==> src/lpm_consts.svh <==
// constants for the low-power mode sequencer
// Operation
// wait-for-event with deep-sleep select set enters backup state
// backup keeps backup domain and slow oscillator; regulator and core supply off
// any enabled wake event (pins 0-15, supply monitor, calendar, timer) leaves backup
// regulator returns to normal within 100 us after backup exit
// wait state stops core, peripheral and memory clocks, supplies stay on
// wait-for-event with low-power select set enters wait state
// fast-startup pins, calendar, timer or USB wake resume from wait
// restart from wait completes within 10 us
// software picks fast RC clock, sets low-power select, then waits for event
// fast RC enable flag cleared on wait entry, set again on exit
// wait entry only after resynchronisation cycles since the flag changed
// software should poll the fast RC enable flag until it clears
// active core clock from fast RC, crystal or first PLL
// regulator disable is a separate software control from backup
// software selects RC or crystal as the 32 kHz source
// I/O states held in backup; after backup reset inputs with pull-ups
// backup wake re-enables core and SRAM supplies if off
// fast startup restarts fast RC, selects 4 MHz RC, re-enables core clock
// a wake already pending at wait-for-event aborts entry
`ifndef LPM_CONSTS_SVH
`define LPM_CONSTS_SVH
`define CLK_PERIOD_NS     10
`define NS_PER_US         1000
`define REG_START_US      100
`define WAIT_RESTART_US   10
`define RESYNC_CYCLES     4
`define CLKSRC_FAST_RC    2'h0
`define CLKSRC_CRYSTAL    2'h1
`define CLKSRC_PLL        2'h2
`define CLKSRC_WIDTH      2
`endif

==> src/lpm_pkg.sv <==
// types for the low-power mode sequencer
package lpm_pkg;
    typedef enum logic [2:0] {
        ST_ACTIVE    = 3'b000,
        ST_RESYNC    = 3'b001,
        ST_WAIT      = 3'b010,
        ST_WAIT_EXIT = 3'b011,
        ST_BACKUP    = 3'b100,
        ST_BK_EXIT   = 3'b101
    } lpm_state_t;
endpackage

==> src/wake_edge_detect.sv <==
// per-pin transition detector with optional debounce for wake pins
`timescale 1ns/1ns
module wake_edge_detect #(
    parameter int N     = 16,
    parameter int DEB_W = 4
) (
    input  wire logic         sys_clk,
    input  wire logic         rst_n,
    input  wire logic [N-1:0] pins,
    input  wire logic [N-1:0] enables,
    input  wire logic [N-1:0] debounce_en,
    input  wire logic         armed,
    output logic      [N-1:0] hit
);
    genvar g;
    generate
        for (g = 0; g < N; g++) begin : g_pin
            logic             stable_r;
            logic             stable_nxt;
            logic [DEB_W-1:0] cnt_r;
            logic [DEB_W-1:0] cnt_nxt;
            logic             hit_r;
            logic             hit_nxt;
            always_comb begin
                stable_nxt = stable_r;
                cnt_nxt    = '0;
                hit_nxt    = 1'b0;
                if (pins[g] != stable_r) begin
                    cnt_nxt = cnt_r + 1'b1;
                    // debounce waits for the counter to fill before accepting a change
                    if (!debounce_en[g] || (&cnt_r)) begin
                        stable_nxt = pins[g];
                        cnt_nxt    = '0;
                        hit_nxt    = enables[g] & armed;
                    end
                end
            end
            always_ff @(posedge sys_clk or negedge rst_n) begin
                if (!rst_n) begin
                    stable_r <= 1'b0;
                    cnt_r    <= '0;
                    hit_r    <= 1'b0;
                end else begin
                    stable_r <= stable_nxt;
                    cnt_r    <= cnt_nxt;
                    hit_r    <= hit_nxt;
                end
            end
            assign hit[g] = hit_r;
        end
    endgenerate
endmodule // wake_edge_detect

==> src/low_power_mode_sequencer.sv <==
// low-power mode sequencer: active, wait and backup states
`timescale 1ns/1ns
`include "lpm_consts.svh"
module low_power_mode_sequencer
    import lpm_pkg::*;
#(
    parameter int N_WAKE        = 16,
    parameter int DEB_W         = 4,
    parameter int REG_START_CYC = (`REG_START_US * `NS_PER_US) / `CLK_PERIOD_NS
) (
    input  wire logic              sys_clk,
    input  wire logic              arst_n,
    input  wire logic              wait_for_event_instr,
    input  wire logic              deep_sleep_select,
    input  wire logic              low_power_select,
    input  wire logic [1:0]        main_clk_select,
    input  wire logic              reg_disable,
    input  wire logic              slow_clk_xtal_sel,
    input  wire logic [N_WAKE-1:0] wake_pins,
    input  wire logic [N_WAKE-1:0] wake_pin_enables,
    input  wire logic [N_WAKE-1:0] wake_pin_debounce,
    input  wire logic [N_WAKE-1:0] fast_startup_enables,
    input  wire logic              supply_monitor_alarm,
    input  wire logic              supply_monitor_wake_en,
    input  wire logic              calendar_alarm,
    input  wire logic              calendar_wake_en,
    input  wire logic              real_time_timer_alarm,
    input  wire logic              real_time_timer_wake_en,
    input  wire logic              usb_wake,
    input  wire logic              usb_wake_en,
    output logic                   fast_rc_osc_enable,
    output logic [1:0]             core_clk_source,
    output logic                   core_clk_en,
    output logic                   periph_clk_en,
    output logic                   mem_clk_en,
    output logic                   regulator_on,
    output logic                   regulator_ready,
    output logic                   core_supply_on,
    output logic                   sram_supply_on,
    output logic                   backup_domain_on,
    output logic                   slow_osc_xtal,
    output logic                   io_hold,
    output logic                   io_reset_pullup,
    output logic                   in_wait,
    output logic                   in_backup
);
    localparam int WAIT_CYC = (`WAIT_RESTART_US * `NS_PER_US) / `CLK_PERIOD_NS;
    localparam int CNT_W    = $clog2(REG_START_CYC + 1);

    logic rs1_r;
    logic rst_n;
    always_ff @(posedge sys_clk or negedge arst_n) begin
        if (!arst_n) begin
            rs1_r <= 1'b0;
            rst_n <= 1'b0;
        end else begin
            rs1_r <= 1'b1;
            rst_n <= rs1_r;
        end
    end

    lpm_state_t        state_r;
    lpm_state_t        state_nxt;
    logic [CNT_W-1:0]  cnt_r;
    logic [CNT_W-1:0]  cnt_nxt;
    logic              rc_en_r;
    logic              rc_en_nxt;
    logic [1:0]        clksrc_r;
    logic [1:0]        clksrc_nxt;
    logic              clk_on_r;
    logic              clk_on_nxt;
    logic              reg_on_r;
    logic              reg_on_nxt;
    logic              reg_rdy_r;
    logic              reg_rdy_nxt;
    logic              supply_r;
    logic              supply_nxt;
    logic              hold_r;
    logic              hold_nxt;
    logic              pullup_r;
    logic              pullup_nxt;
    logic              xtal_r;
    logic [N_WAKE-1:0] pin_hit;
    logic              bk_wake;
    logic              fs_wake;
    logic              armed;

    assign armed = (state_r == ST_BACKUP) || (state_r == ST_RESYNC && deep_sleep_select);

    wake_edge_detect #(
        .N     (N_WAKE),
        .DEB_W (DEB_W)
    ) u_wake (
        .sys_clk     (sys_clk),
        .rst_n       (rst_n),
        .pins        (wake_pins),
        .enables     (wake_pin_enables),
        .debounce_en (wake_pin_debounce),
        .armed       (armed),
        .hit         (pin_hit)
    );

    // backup wake sources are level alarms plus pin transitions
    assign bk_wake = (|pin_hit) | (supply_monitor_alarm & supply_monitor_wake_en)
                   | (calendar_alarm & calendar_wake_en)
                   | (real_time_timer_alarm & real_time_timer_wake_en);
    // fast startup asserts on a low level of an enabled pin
    assign fs_wake = (|(~wake_pins & fast_startup_enables))
                   | (calendar_alarm & calendar_wake_en)
                   | (real_time_timer_alarm & real_time_timer_wake_en)
                   | (usb_wake & usb_wake_en);

    always_comb begin
        state_nxt   = state_r;
        cnt_nxt     = cnt_r;
        rc_en_nxt   = rc_en_r;
        clksrc_nxt  = main_clk_select;
        clk_on_nxt  = clk_on_r;
        reg_on_nxt  = !reg_disable;
        reg_rdy_nxt = reg_rdy_r;
        supply_nxt  = supply_r;
        hold_nxt    = hold_r;
        pullup_nxt  = pullup_r;
        case (state_r)
            ST_ACTIVE: begin
                // a pending wake at entry keeps the device running
                // pull-ups from the last reset stay on until the next low-power entry
                if (wait_for_event_instr && deep_sleep_select && !bk_wake) begin
                    state_nxt  = ST_RESYNC;
                    cnt_nxt    = '0;
                    pullup_nxt = 1'b0;
                end else if (wait_for_event_instr && low_power_select
                             && !fs_wake) begin
                    state_nxt  = ST_RESYNC;
                    cnt_nxt    = '0;
                    rc_en_nxt  = 1'b0;
                    pullup_nxt = 1'b0;
                end
            end
            ST_RESYNC: begin
                // entry only after the flag write has resynchronised
                cnt_nxt = cnt_r + 1'b1;
                if ((deep_sleep_select && bk_wake) || (!deep_sleep_select && fs_wake)) begin
                    state_nxt = ST_ACTIVE;
                    rc_en_nxt = 1'b1;
                end else if (cnt_r == CNT_W'(`RESYNC_CYCLES - 1)) begin
                    if (deep_sleep_select) begin
                        state_nxt  = ST_BACKUP;
                        hold_nxt   = 1'b1;
                        supply_nxt = 1'b0;
                        reg_on_nxt = 1'b0;
                    end else begin
                        state_nxt = ST_WAIT;
                    end
                    clk_on_nxt = 1'b0;
                end
            end
            ST_WAIT: begin
                clksrc_nxt = `CLKSRC_FAST_RC;
                if (fs_wake) begin
                    state_nxt = ST_WAIT_EXIT;
                    rc_en_nxt = 1'b1;
                    cnt_nxt   = '0;
                end
            end
            ST_WAIT_EXIT: begin
                clksrc_nxt = `CLKSRC_FAST_RC;
                cnt_nxt    = cnt_r + 1'b1;
                // core clock returns well inside the restart budget
                if (cnt_r == CNT_W'(`RESYNC_CYCLES - 1) || cnt_r == CNT_W'(WAIT_CYC - 1)) begin
                    state_nxt  = ST_ACTIVE;
                    clk_on_nxt = 1'b1;
                end
            end
            ST_BACKUP: begin
                reg_on_nxt  = 1'b0;
                reg_rdy_nxt = 1'b0;
                if (bk_wake) begin
                    state_nxt  = ST_BK_EXIT;
                    supply_nxt = 1'b1;
                    cnt_nxt    = '0;
                end
            end
            ST_BK_EXIT: begin
                cnt_nxt = cnt_r + 1'b1;
                if (cnt_r == CNT_W'(REG_START_CYC - 1)) begin
                    state_nxt   = ST_ACTIVE;
                    reg_rdy_nxt = 1'b1;
                    clk_on_nxt  = 1'b1;
                    hold_nxt    = 1'b0;
                    pullup_nxt  = 1'b1;
                    rc_en_nxt   = 1'b1;
                    clksrc_nxt  = `CLKSRC_FAST_RC;
                end
            end
            default: state_nxt = ST_ACTIVE;
        endcase
        if (state_nxt == ST_ACTIVE && state_r != ST_ACTIVE && !reg_on_nxt)
            reg_rdy_nxt = 1'b0;
        else if (state_r == ST_ACTIVE)
            reg_rdy_nxt = reg_on_nxt;
    end

    always_ff @(posedge sys_clk or negedge rst_n) begin
        if (!rst_n) begin
            state_r   <= ST_ACTIVE;
            cnt_r     <= '0;
            rc_en_r   <= 1'b1;
            clksrc_r  <= `CLKSRC_FAST_RC;
            clk_on_r  <= 1'b1;
            reg_on_r  <= 1'b1;
            reg_rdy_r <= 1'b1;
            supply_r  <= 1'b1;
            hold_r    <= 1'b0;
            pullup_r  <= 1'b1;
            xtal_r    <= 1'b0;
        end else begin
            state_r   <= state_nxt;
            cnt_r     <= cnt_nxt;
            rc_en_r   <= rc_en_nxt;
            clksrc_r  <= clksrc_nxt;
            clk_on_r  <= clk_on_nxt;
            reg_on_r  <= reg_on_nxt;
            reg_rdy_r <= reg_rdy_nxt;
            supply_r  <= supply_nxt;
            hold_r    <= hold_nxt;
            pullup_r  <= pullup_nxt;
            xtal_r    <= slow_clk_xtal_sel;
        end
    end

    // the backup domain never powers down, so it is a constant flop
    logic bk_on_r;
    always_ff @(posedge sys_clk or negedge rst_n) begin
        if (!rst_n)
            bk_on_r <= 1'b1;
        else
            bk_on_r <= 1'b1;
    end

    logic in_wait_r;
    logic in_backup_r;
    always_ff @(posedge sys_clk or negedge rst_n) begin
        if (!rst_n) begin
            in_wait_r   <= 1'b0;
            in_backup_r <= 1'b0;
        end else begin
            in_wait_r   <= (state_nxt == ST_WAIT);
            in_backup_r <= (state_nxt == ST_BACKUP);
        end
    end

    assign fast_rc_osc_enable = rc_en_r;
    assign core_clk_source    = clksrc_r;
    assign core_clk_en        = clk_on_r;
    assign periph_clk_en      = clk_on_r;
    assign mem_clk_en         = clk_on_r;
    assign regulator_on       = reg_on_r;
    assign regulator_ready    = reg_rdy_r;
    assign core_supply_on     = supply_r;
    assign sram_supply_on     = supply_r;
    assign backup_domain_on   = bk_on_r;
    assign slow_osc_xtal      = xtal_r;
    assign io_hold            = hold_r;
    assign io_reset_pullup    = pullup_r;
    assign in_wait            = in_wait_r;
    assign in_backup          = in_backup_r;
endmodule // low_power_mode_sequencer

==> config.mk <==
export PLATFORM = sky130hd
export DESIGN_NAME = low_power_mode_sequencer
export DESIGN_NICKNAME = d
export VERILOG_FILES = /design/src/lpm_pkg.sv /design/src/wake_edge_detect.sv /design/src/low_power_mode_sequencer.sv
export VERILOG_INCLUDE_DIRS = /design/src /design/src/src
export SDC_FILE = /design/constraint.sdc
export NUM_CORES = 1
export LEC_CHECK = 0
export ABC_CLOCK_PERIOD_IN_PS = 4600
export BUFFER_PORTS_ARGS = -buffer_cell sky130_fd_sc_hd__buf_2
export CORE_ASPECT_RATIO = 1.4
export CORE_MARGIN = 4
export CORE_UTILIZATION = 55
export CTS_CLUSTER_DIAMETER = 100
export DETAILED_ROUTE_END_ITERATION = 7
export GPL_ROUTABILITY_DRIVEN = 0
export MAX_ROUTING_LAYER = met4
export PLACE_DENSITY = 0.79
export SLEW_MARGIN = 0
export SYNTH_ARGS = -nofsm -noshare
export SYNTH_HDL_FRONTEND = slang
export SYNTH_SLANG_ARGS = --single-unit
==> constraint.sdc <==
create_clock -name sys_clk -period 4.6 [get_ports sys_clk]
set_input_delay 0.92 -clock sys_clk [delete_from_list [all_inputs] [get_ports sys_clk]]
set_output_delay 0.92 -clock sys_clk [all_outputs]
set_load 0.01 [all_outputs]
# Word-level counts from Yosys, hierarchy flattened
# Cells that the tools add are included.
[classes]
n_addsub = 17
mul = 0
div = 0
order_cmp = 0
n_eq_ne = 38
shift = 0
muxes = 110
bitwise = 28
reduce_logical = 102
[ops]
columns = ["operator", "n"]
rows = [
  ["$mux 4", 32],
  ["$reduce_and 4->1", 17],
  ["$add 4x1->4 const B", 16],
  ["$mux 14", 4],
  ["$pmux 14 s4", 1],
  ["$mux 1", 54],
  ["$reduce_and 2->1", 17],
  ["$reduce_or 16->1", 2],
  ["$mux 3", 9],
  ["$logic_not 1->1", 21],
  ["$and 1x1->1", 20],
  ["$logic_or 1x1->1", 19],
  ["$pmux 3 s6", 1],
  ["$and 16x16->16", 1],
  ["$ne 1x1->1", 16],
  ["$ne 2x2->1 const B", 8],
  ["$not 16->16", 1],
  ["$reduce_and 5->1", 3],
  ["$add 14x1->14 const B", 1],
  ["$eq 14x10->1 const B", 1],
  ["$eq 14x14->1 const B", 1],
  ["$eq 14x2->1 const B", 1],
  ["$reduce_bool 4->1", 3],
  ["$pmux 1 s2", 5],
  ["other kinds (19)", 41],
]
[word_totals]
regBits = 127
latch_bits = 0
ram_bits = 0
romBits = 0
inputBits = 81
out_inout_bits = 16
word_cells = 358
mem_count = 0

# Longest topological paths before layout
# Gate-level depths: netlist (run 1).
[depth]
depth_word = 16
depth_mapped = 7
depth_no_buf = 7

# Hierarchy
# A second synthesis (run 1) with hierarchy kept.
[hier_totals]
cells_unflattened = 573
hier_area_um2 = 6099.6
[by_module_without_submodules]
columns = ["module", "n_inst", "cells_per_inst", "area_per_inst_um2", "seq_area_each_um2"]
rows = [
  ["wake_edge_detect", 1, 353, 4149.0, 2402.3],
  ["low_power_mode_sequencer", 1, 220, 1950.6, 783.3],
]

# Worst setup path after synthesis (run 1)
# No wires, ideal clock.
[synth_path]
path_type = "in2reg"
startpoint = "input calendar_alarm"
endpoint = "register cnt_r[10]"
setup_ns = 0.152
t_arrival_ns = 2.544
required_time_ns = 4.448
path_slack_ns = 1.904
cell_stages = 7
n_path_buf = 1
cell_sequence = "a22oi_1 -> o221ai_1 -> nor4_2 -> a2111oi_0 -> o21bai_1 -> buf_2 -> a31oi_1"
[synth_between]
elab_chain_cells = 8
word_cells_on_any_way = 16
cone_classes = "eq/ne: 3; mux: 2; bitwise: 6; reduce/logical: 5"
[synth_lines]
columns = ["item", "line", "text"]
rows = [
  ["start: declaration", "low_power_mode_sequencer.sv:25", "input wire logic calendar_alarm,"],
  ["$and 1x1->1 *", "low_power_mode_sequencer.sv:105, low_power_mode_sequencer.sv:109", ""],
  ["$or 1x1->1", "low_power_mode_sequencer.sv:109", "| (calendar_alarm & calendar_wake_en)"],
  ["$or 1x1->1", "low_power_mode_sequencer.sv:110", "| (real_time_timer_alarm & real_time_timer_wake_en)"],
  ["$or 1x1->1", "low_power_mode_sequencer.sv:111", "| (usb_wake & usb_wake_en);"],
  ["$logic_not 1->1", "low_power_mode_sequencer.sv:133", "&& !fs_wake) begin"],
  ["$logic_and 1x1->1", "low_power_mode_sequencer.sv:133", ""],
  ["$ne 3x3->1 (no line)", "n/a", ""],
  ["$reduce_and 4->1 (no line)", "n/a", ""],
  ["end signal: assignment", "low_power_mode_sequencer.sv:219", "cnt_r <= cnt_nxt;"],
  ["end: declaration", "low_power_mode_sequencer.sv:64", "logic [CNT_W-1:0] cnt_r;"],
]
# Every way passes the cells marked *; elsewhere a longest branch is shown, timed or not.
# A chain may end at the register's enable or synchronous reset.

# Worst setup path after layout (run 1)
[layout_path]
startpoint = "input calendar_alarm"
endpoint = "register cnt_r[6]"
# Same word-level chain as after synthesis.

==> run summary, run 1 <==
The xor and xnor fraction of the mapped netlist area is 0.07074. The worst setup path is launched from an input port. The worst pin sits at a relative slew slack of 0.2580.

The global-route total usage across every layer is 0.2257. The share of flip-flops with an asynchronous set or reset came out at 1.000. The maximum number of pins on one net before global-route repair is 79. The synthesized area is a little under 0.006 mm^2. The total wire length came out at approximately 13000 um. The fraction of final layout cells with drive strength greater than 1 came out at 0.2391. Of all nets on the critical path, the largest fanout is 10. The worst register-to-register path begins at cnt_r[5]$_DFFE_PN0P_. The area share of the largest cell type after synthesis came out at 0.5095. The die height is between 100 and 150 um. The number of antenna violations at the first check in global routing is 0.

The maximum achievable frequency is around 350 MHz. The topmost layer with routed signal wires is met4. Across all layers, the routed design uses about 4500 vias. The boundary pin count is slightly below 100. In this run the core area contains between 40 and 50 standard-cell rows. The main combinational cell family by area after synthesis is simple AND/OR/NAND/NOR gates.

The final layout net count is 771. The clock slew at the register clock pins of the worst setup and hold paths came out at ~60 ps. The tightest min-delay check is of the input port to async pin type. The worst setup path is of the input port to flip-flop kind.

The synthesized-area fraction occupied by adder cells is 0.03579. Yosys mapped a number of flops with a built-in enable equal to 0. Measured on the finished design, the core utilization comes to 0.6842.

Setup repair after global routing left no endpoint under its margin. The die extent in x is 95.86 um. Using the TritonRoute via totals, the vias-per-cell ratio works out to around 5.5. The setup slack of the worst register-to-register path came out at 2080 ps. The routed wire length on met2 came out at 7022 um. The number of failing hold endpoints at the final stage is 0. The first routing iteration left 352 violations. The number of buffers inserted during clock tree synthesis came out at 17. The transition at the pin with the smallest max-transition slack came out at 1113 ps. The worst setup path is captured at a flip-flop.

The most used flip-flop cell after synthesis is sky130_fd_sc_hd__dfrtp_1. The quantity of I/O buffers inserted on ports is 95. Each instance of the synthesized netlist takes up on average between 10 and 15 um^2.

sky130_fd_sc_hd__dfrtp_1 takes more of the synthesized area than any other cell. The multiplexer fraction of the synthesized cell area is 0.03032. The worst endpoint required time came out at between 4000 and 5000 ps.

The cell at the root of the clock tree is sky130_fd_sc_hd__clkbuf_16. Among all cell types in the netlist, the one instantiated most often is sky130_fd_sc_hd__dfrtp_1. The number of gates resized after CTS was 0. The final total negative setup slack is 0 ps. The total global routing overflow came out at 0. The first-pass iteration count of the detailed router came out at 4. The number of clock sinks seen by CTS came out at around 130. The via count of the first global-routing pass is about 4600. The share of the cycle needed by the critical path after routing came out at 0.6253.

Data arrives at the worst endpoint at 3170 ps. Buffers inserted to repair hold after CTS numbered 0. For this run, design rule violations remaining after detail routing come to 0. The finished cells cover between 0.007 and 0.008 mm^2. The maximum buffer depth of the clock tree came out at 2. The simple-gate area share of the yosys netlist came out at 0.2069. After detailed placement, the total cell area comes to 0.006534 mm^2.

The end of the worst register-to-register path is regulator_ready$_DFFE_PN1P_. The number of setup buffers added after CTS came out at 0. The average wire per standard cell is between 15 and 20 um.

The number of inserted diodes came out at 0. Detailed placement finished with a half-perimeter wire length of ~9200 um. The layout overhead on the synthesized area is 20.42%.

The number of unique standard cell types used by synthesis came out at 56. In the synthesized netlist, the cells that appear most often are 121 x sky130_fd_sc_hd__dfrtp_1, 83 x sky130_fd_sc_hd__nor2_1, 54 x sky130_fd_sc_hd__nand3_1. CTS built an H-tree with a depth of 4.

After synthesis, the cell types taking the most area are sky130_fd_sc_hd__dfrtp_1 51%, sky130_fd_sc_hd__nor2_1 5.2%, sky130_fd_sc_hd__xor2_1 4.7%, sky130_fd_sc_hd__nand3_1 4.5%, sky130_fd_sc_hd__ha_1 3.6%. The area fraction in compound gates after synthesis is 0.08526. Clock skew on the completed layout was measured at around 7.8 ps. The fill cell total of the finished layout came out at slightly above 800.

In this run the power density over the cells is 454.9 mW/mm^2. The area of the core is between 0.01 and 0.015 mm^2. In the final routing, the length of wire on met1 measures slightly above 5000 um. The latest clock arrival within the worst-skew pair is about 410 ps. The count of yosys warnings during synthesis is 0. The tool flagged a number of max-cap violations equal to 0.

In the detailed route, the total length drawn on met3 is between 600 and 700 um. The reported leakage power came out at around 3.5 nW. The die covers approximately 0.013 mm^2. The flow ran to the end, and the final reports show no timing, DRC or antenna violations. The final count of pins violating max slew came out at 0. The worst supply voltage drop on vdd is between 0.3 and 0.4 mV. The share of the Yosys chip area taken by registers is 0.5360. The smallest clock period supported by the final layout is computed as about 2900 ps. TritonCTS built the clock tree. The effective utilization at floorplan came out at 0.5682. In this run, synthesis produced a sequential element count of 127. The detail route stage leaves a number of antenna-violating nets equal to 0.

Across all hold checks on the routed design, the worst slack comes to about 280 ps. The number of cells on the worst reg-to-reg path is 6. The final number of setup-violating endpoints is 0.

The synthesized instance count is about 570. The first global-routing pass estimated 21090 um of wire.
[metrics by stage]
stage	power, mW	setup WS (ps)	instances
floorplan	1.698	810.3	570
global placement	1.827	1527	792
detailed placement	1.853	1388	792
CTS	3.268	1816	824
global route	3.403	1607	824
finish	3.256	1724	824
[worst max path at each step]
stage	startpoint	to	slack [ps]	cells past startpoint
after floorplan	rst_n$_DFF_PN0_	cnt_r[0]$_DFFE_PN0P_	810	0
after global placement	calendar_alarm	cnt_r[3]$_DFFE_PN0P_	1530	7
after detailed placement	calendar_alarm	cnt_r[3]$_DFFE_PN0P_	1390	7
after CTS	calendar_alarm	cnt_r[3]$_DFFE_PN0P_	1820	7
after global routing	calendar_alarm	cnt_r[13]$_DFFE_PN0P_	1610	7
final	calendar_alarm	cnt_r[6]$_DFFE_PN0P_	1720	6
[routing by layer]
metal / vias to the layer above / GRT usage
li1: 2185 / -
met1: 2197 / 0.2558
met2: 143 / 0.3837
met3: 22 / 0.05613
met4: 0 / 0.08459
met5: - / -
[cell type report]
type                    count  area (um^2)  area share
flip-flops and latches    127         3189      0.4456
multi-input cells         398         2557      0.3573
repair buffers             98        498.0     0.06958
clock buffers              21        460.4     0.06434
well taps                 138        172.7     0.02413
clock inverters            11        162.7     0.02273
inverters                  31        116.4     0.01626
[critical path, cell delays in order]
cell and delay, ps:
sky130_fd_sc_hd__buf_2 100, sky130_fd_sc_hd__a22oi_1 250, sky130_fd_sc_hd__o221ai_1 180, sky130_fd_sc_hd__nor4_2 750
sky130_fd_sc_hd__a32oi_1 510, sky130_fd_sc_hd__a41oi_1 450
[layout by cell type (no fill, tap or decap), types with 9 or more instances in the layout]
cell type and count:
sky130_fd_sc_hd__a21oi_1 17, sky130_fd_sc_hd__and4_1 16, sky130_fd_sc_hd__buf_2 95, sky130_fd_sc_hd__clkbuf_16 17
sky130_fd_sc_hd__dfrtp_1 120, sky130_fd_sc_hd__ha_1 17, sky130_fd_sc_hd__inv_1 31, sky130_fd_sc_hd__mux2_2 16
sky130_fd_sc_hd__nand2_1 37, sky130_fd_sc_hd__nand2b_1 9, sky130_fd_sc_hd__nand3_1 54, sky130_fd_sc_hd__nor2_1 83
sky130_fd_sc_hd__o21ai_0 11, sky130_fd_sc_hd__xnor2_1 16, sky130_fd_sc_hd__xor2_1 32
[cell families (layout without fill, tap and decap cells)]
logic type	count (synthesis)	count (layout)
mux	16	16
fa+ha+maj	17	17
xor+xnor	48	48
compound gates	72	72
simple gates	243	243
buf+inv	45	161
other cells	1	2
flops	127	127
[registers in the layout, summed over array words and instances, names as in the netlist]
| name | flops |
|---|---|
| cnt_r | 14 |
| core_clk_en | 1 |
| core_clk_source | 2 |
| core_supply_on | 1 |
| fast_rc_osc_enable | 1 |
| in_backup | 1 |
| in_wait | 1 |
| io_hold | 1 |
| io_reset_pullup | 1 |
| regulator_on | 1 |
| regulator_ready | 1 |
| rs1_r | 1 |
| rst_n | 1 |
| slow_osc_xtal | 1 |
| state_r | 3 |
| u_wake.g_pin.cnt_r | 64 |
| u_wake.g_pin.hit_r | 16 |
| u_wake.g_pin.stable_r | 16 |
[power breakdown]
part	switching (mW)	total, mW	internal, mW
sequential	0.134	1.36	1.23
combinational	0.274	0.489	0.215
clock	0.475	1.41	0.931
total	0.882	3.26	2.37
No activity file was read; power rests on OpenSTA's default activity.
==> run 2: changes to the inputs <==
Settings changed: ABC_CLOCK_PERIOD_IN_PS 4600 to 2800.
Clock period 4.6 ns to 2.8 ns, I/O delays scaled along.
==> run 2 against run 1 <==
Against the previous run: cell count is 0.61% higher; setup slack worse by 1400 ps; clock-buffer cell count decreased by 3; via count rose by 0.13%; die area did not move; combinational power rose by 67%; critical path type is now flip-flop to flip-flop; critical endpoint is now regulator_ready$_DFFE_PN1P_; largest cell class unchanged.
==> run summary, run 2 (same netlist as run 1, synthesis figures left out) <==
The flow ran to the end, and the final reports show no timing, DRC or antenna violations. The number of antenna diodes in the final layout is 0. The die height came out at 131.0 um. The boundary pin count came out at between 90 and 100.

Of the cells placed in the final design, the portion with a size suffix greater than 1 is 0.2446. The total area of sequential cells came out at between 0.003 and 0.004 mm^2. The worst hold-check slack came out at about 260 ps. The number of cells on the worst reg-to-reg path is 6.

In this run the worst path has a maximum fanout of 7. The number of flip-flops under the largest register name came out at 64. The die is around 96 um wide. In the layout the commonest cells are 120 x sky130_fd_sc_hd__dfrtp_1, 95 x sky130_fd_sc_hd__buf_2, 83 x sky130_fd_sc_hd__nor2_1. The area of the core is between 0.01 and 0.015 mm^2.

The number of antenna violations at the first check in global routing is 0. The number of routed nets with antenna violations came out at 0. At the worst endpoint, the arrival time is about 2800 ps.

The root buffer cell chosen for the clock tree is sky130_fd_sc_hd__clkbuf_16. The combined buffer and inverter count along the critical path came out at 0. The final number of setup-violating endpoints came out at 0.

The clock arrives with 7.596 ps of skew. The worst supply voltage drop on vdd is roughly 0.56 mV. Ranked by flip-flop count, first place goes to u_wake.g_pin.cnt_r.

The relative slew slack is 0.4165. At the pin with the least slew margin, the transition time is roughly 900 ps. The critical setup path kind is flip-flop to flip-flop.

Setup repair after global routing left no endpoint under its margin. The final layout net count came out at slightly below 800. The later pin in the worst-skew pair is clocked with a latency of just over 400 ps. The number of failing hold endpoints at the final stage is 0. After detailed routing, the number of vias per cell comes to approximately 5.5.

Dividing total power by cell area gives a power density of 712.5 mW/mm^2. The count of buffers added on input and output ports is 95. The footprint of the multi-input gates came out at 0.002557 mm^2. The share of the cycle needed by the critical path after routing is 0.8928. In this run the number of cells on the critical path is 6. The signal on the critical path passes through or4_4 > nor4_4 > a21oi_2 > o21bai_4 > or4_1 > o21a_1. The TritonCTS clock tree is yes. The launch point of the worst reg-to-reg path is cnt_r[5]$_DFFE_PN0P_. The maximum buffer depth of the clock tree is 2. The startpoint identified for the worst hold timing path is slow_clk_xtal_sel.

The reported leakage power is around 3.4 nW. For this configuration, the core starts out at a cell density of 0.5682. The row count came out at 44. The master of the slowest instance on the critical path is sky130_fd_sc_hd__or4_4. STA classifies the critical path startpoint as a flip-flop. The launching element of the worst setup path is cnt_r[5]$_DFFE_PN0P_.

The end of the worst register-to-register path is regulator_ready$_DFFE_PN1P_. Clock-pin slew was measured on the worst setup and hold paths at 60 ps. The cell family contributing the most delay on the critical path is simple AND/OR/NAND/NOR gates.

The die covers ~0.013 mm^2. Detailed placement ended at an HPWL of 9403 um. The via count of the first global-routing pass came out at 4555. For this run, the top clock speed supported by timing is around 400 MHz. Counting I/O delays and the setup requirement, the final critical path takes ~2500 ps. CTS saw approximately 130 sinks. The end of the critical path is regulator_ready$_DFFE_PN1P_. STA classifies the critical path endpoint as a flip-flop.

The average wire per standard cell came out at approximately 15 um. The remaining design rule violation count is 0. At the worst endpoint, the required time is between 3000 and 4000 ps. The final count of pins violating max slew is 0. The library cell used most frequently in the layout, excluding fill and tap cells, is sky130_fd_sc_hd__dfrtp_1.

Before antenna repair, the detailed router went through 6 iterations. The setup slack of the worst register-to-register path is ~300 ps. Fill cells in the final layout number 803.

The global-route total usage across every layer is 0.2227. The first global-routing pass estimated roughly 21000 um of wire. The number of DRC markers in iteration 0 came out at 301. The largest registers in the layout are u_wake.g_pin.cnt_r x64, u_wake.g_pin.hit_r x16, u_wake.g_pin.stable_r x16.

The final total negative setup slack came out at 0 ps. The number of levels the H-tree was split into came out at 4. Entering global routing, the biggest net connects 89 pins. The worst stage delay on the critical path came out at around 580 ps.

The path class of the tightest hold or removal check is input port to flip-flop. Summed over all layers, the global routing overflow is 0. The total wire length is ~13000 um. The number of maximum-capacitance violations is 0. The layout overhead on the synthesized area is 20.27%. The final route contains between 4000 and 5000 vias. The number of buffers inserted during clock tree synthesis came out at 17.
run 2: cell count changes in the layout (fill, tap and decap cells not counted), sizes merged:
| cell | delta |
|---|---|
| buf | +4 |
| inv | +4 |
| bufinv | -3 |
| clkbuf | -3 |
| clkinv | +2 |
| dlygate4sd3 | +1 |
run 2: final cells by class:
cell class                      instances  share of cell area
Timing Repair Buffer                  103             0.07702
Sequential cell                       127              0.4462
Clock inverter                         14             0.01855
Tap cell                              138             0.02416
Multi-Input combinational cell        398              0.3578
Inverter                               31             0.01628
Clock buffer                           18             0.06004
run 2: how the worst min path moves through the flow:
stage	end	slack, ps	depth (start not counted)
global placement	u_wake.g_pin[9].stable_r$_DFFE_PN0P_	310	0
floorplan	rs1_r$_DFF_PN0_	260	0
CTS	slow_osc_xtal$_DFF_PN0_	240	1
global route	slow_osc_xtal$_DFF_PN0_	240	1
detailed placement	u_wake.g_pin[9].stable_r$_DFFE_PN0P_	310	0
finish	slow_osc_xtal$_DFF_PN0_	260	1
run 2: layer usage:
metal	wire length, um	track usage
met2	6774	0.3784
met4	272	0.08710
met1	4928	0.2564
met5	0	-
met3	702	0.04696
run 2: timing repair:
action | CTS | global route
hold buffers | 1 | 0
gates resized for setup | 0 | 0
setup buffers | 0 | 0
endpoints found under the hold margin | 2 | 0
run 2: power by group:
part / internal (mW) / total (mW) / switching, mW
logic: 0.362 / 0.816 / 0.454
registers: 2.02 / 2.21 / 0.194
clock network: 1.23 / 2.07 / 0.836
run 2: metrics by stage:
stage            util  setup WS, ps  cell area (um^2)  instances  power, mW
2_1_floorplan       -         463.9              5948        570      2.789
3_3_place_gp   0.6287         319.1              6576        796      3.014
3_5_place_dp   0.6287         284.2              6576        796      3.050
4_1_cts        0.6834         320.3              7148        829      5.122
5_1_grt        0.6834         239.1              7148        829      5.351
6_report       0.6834         300.1              7148        829      5.093
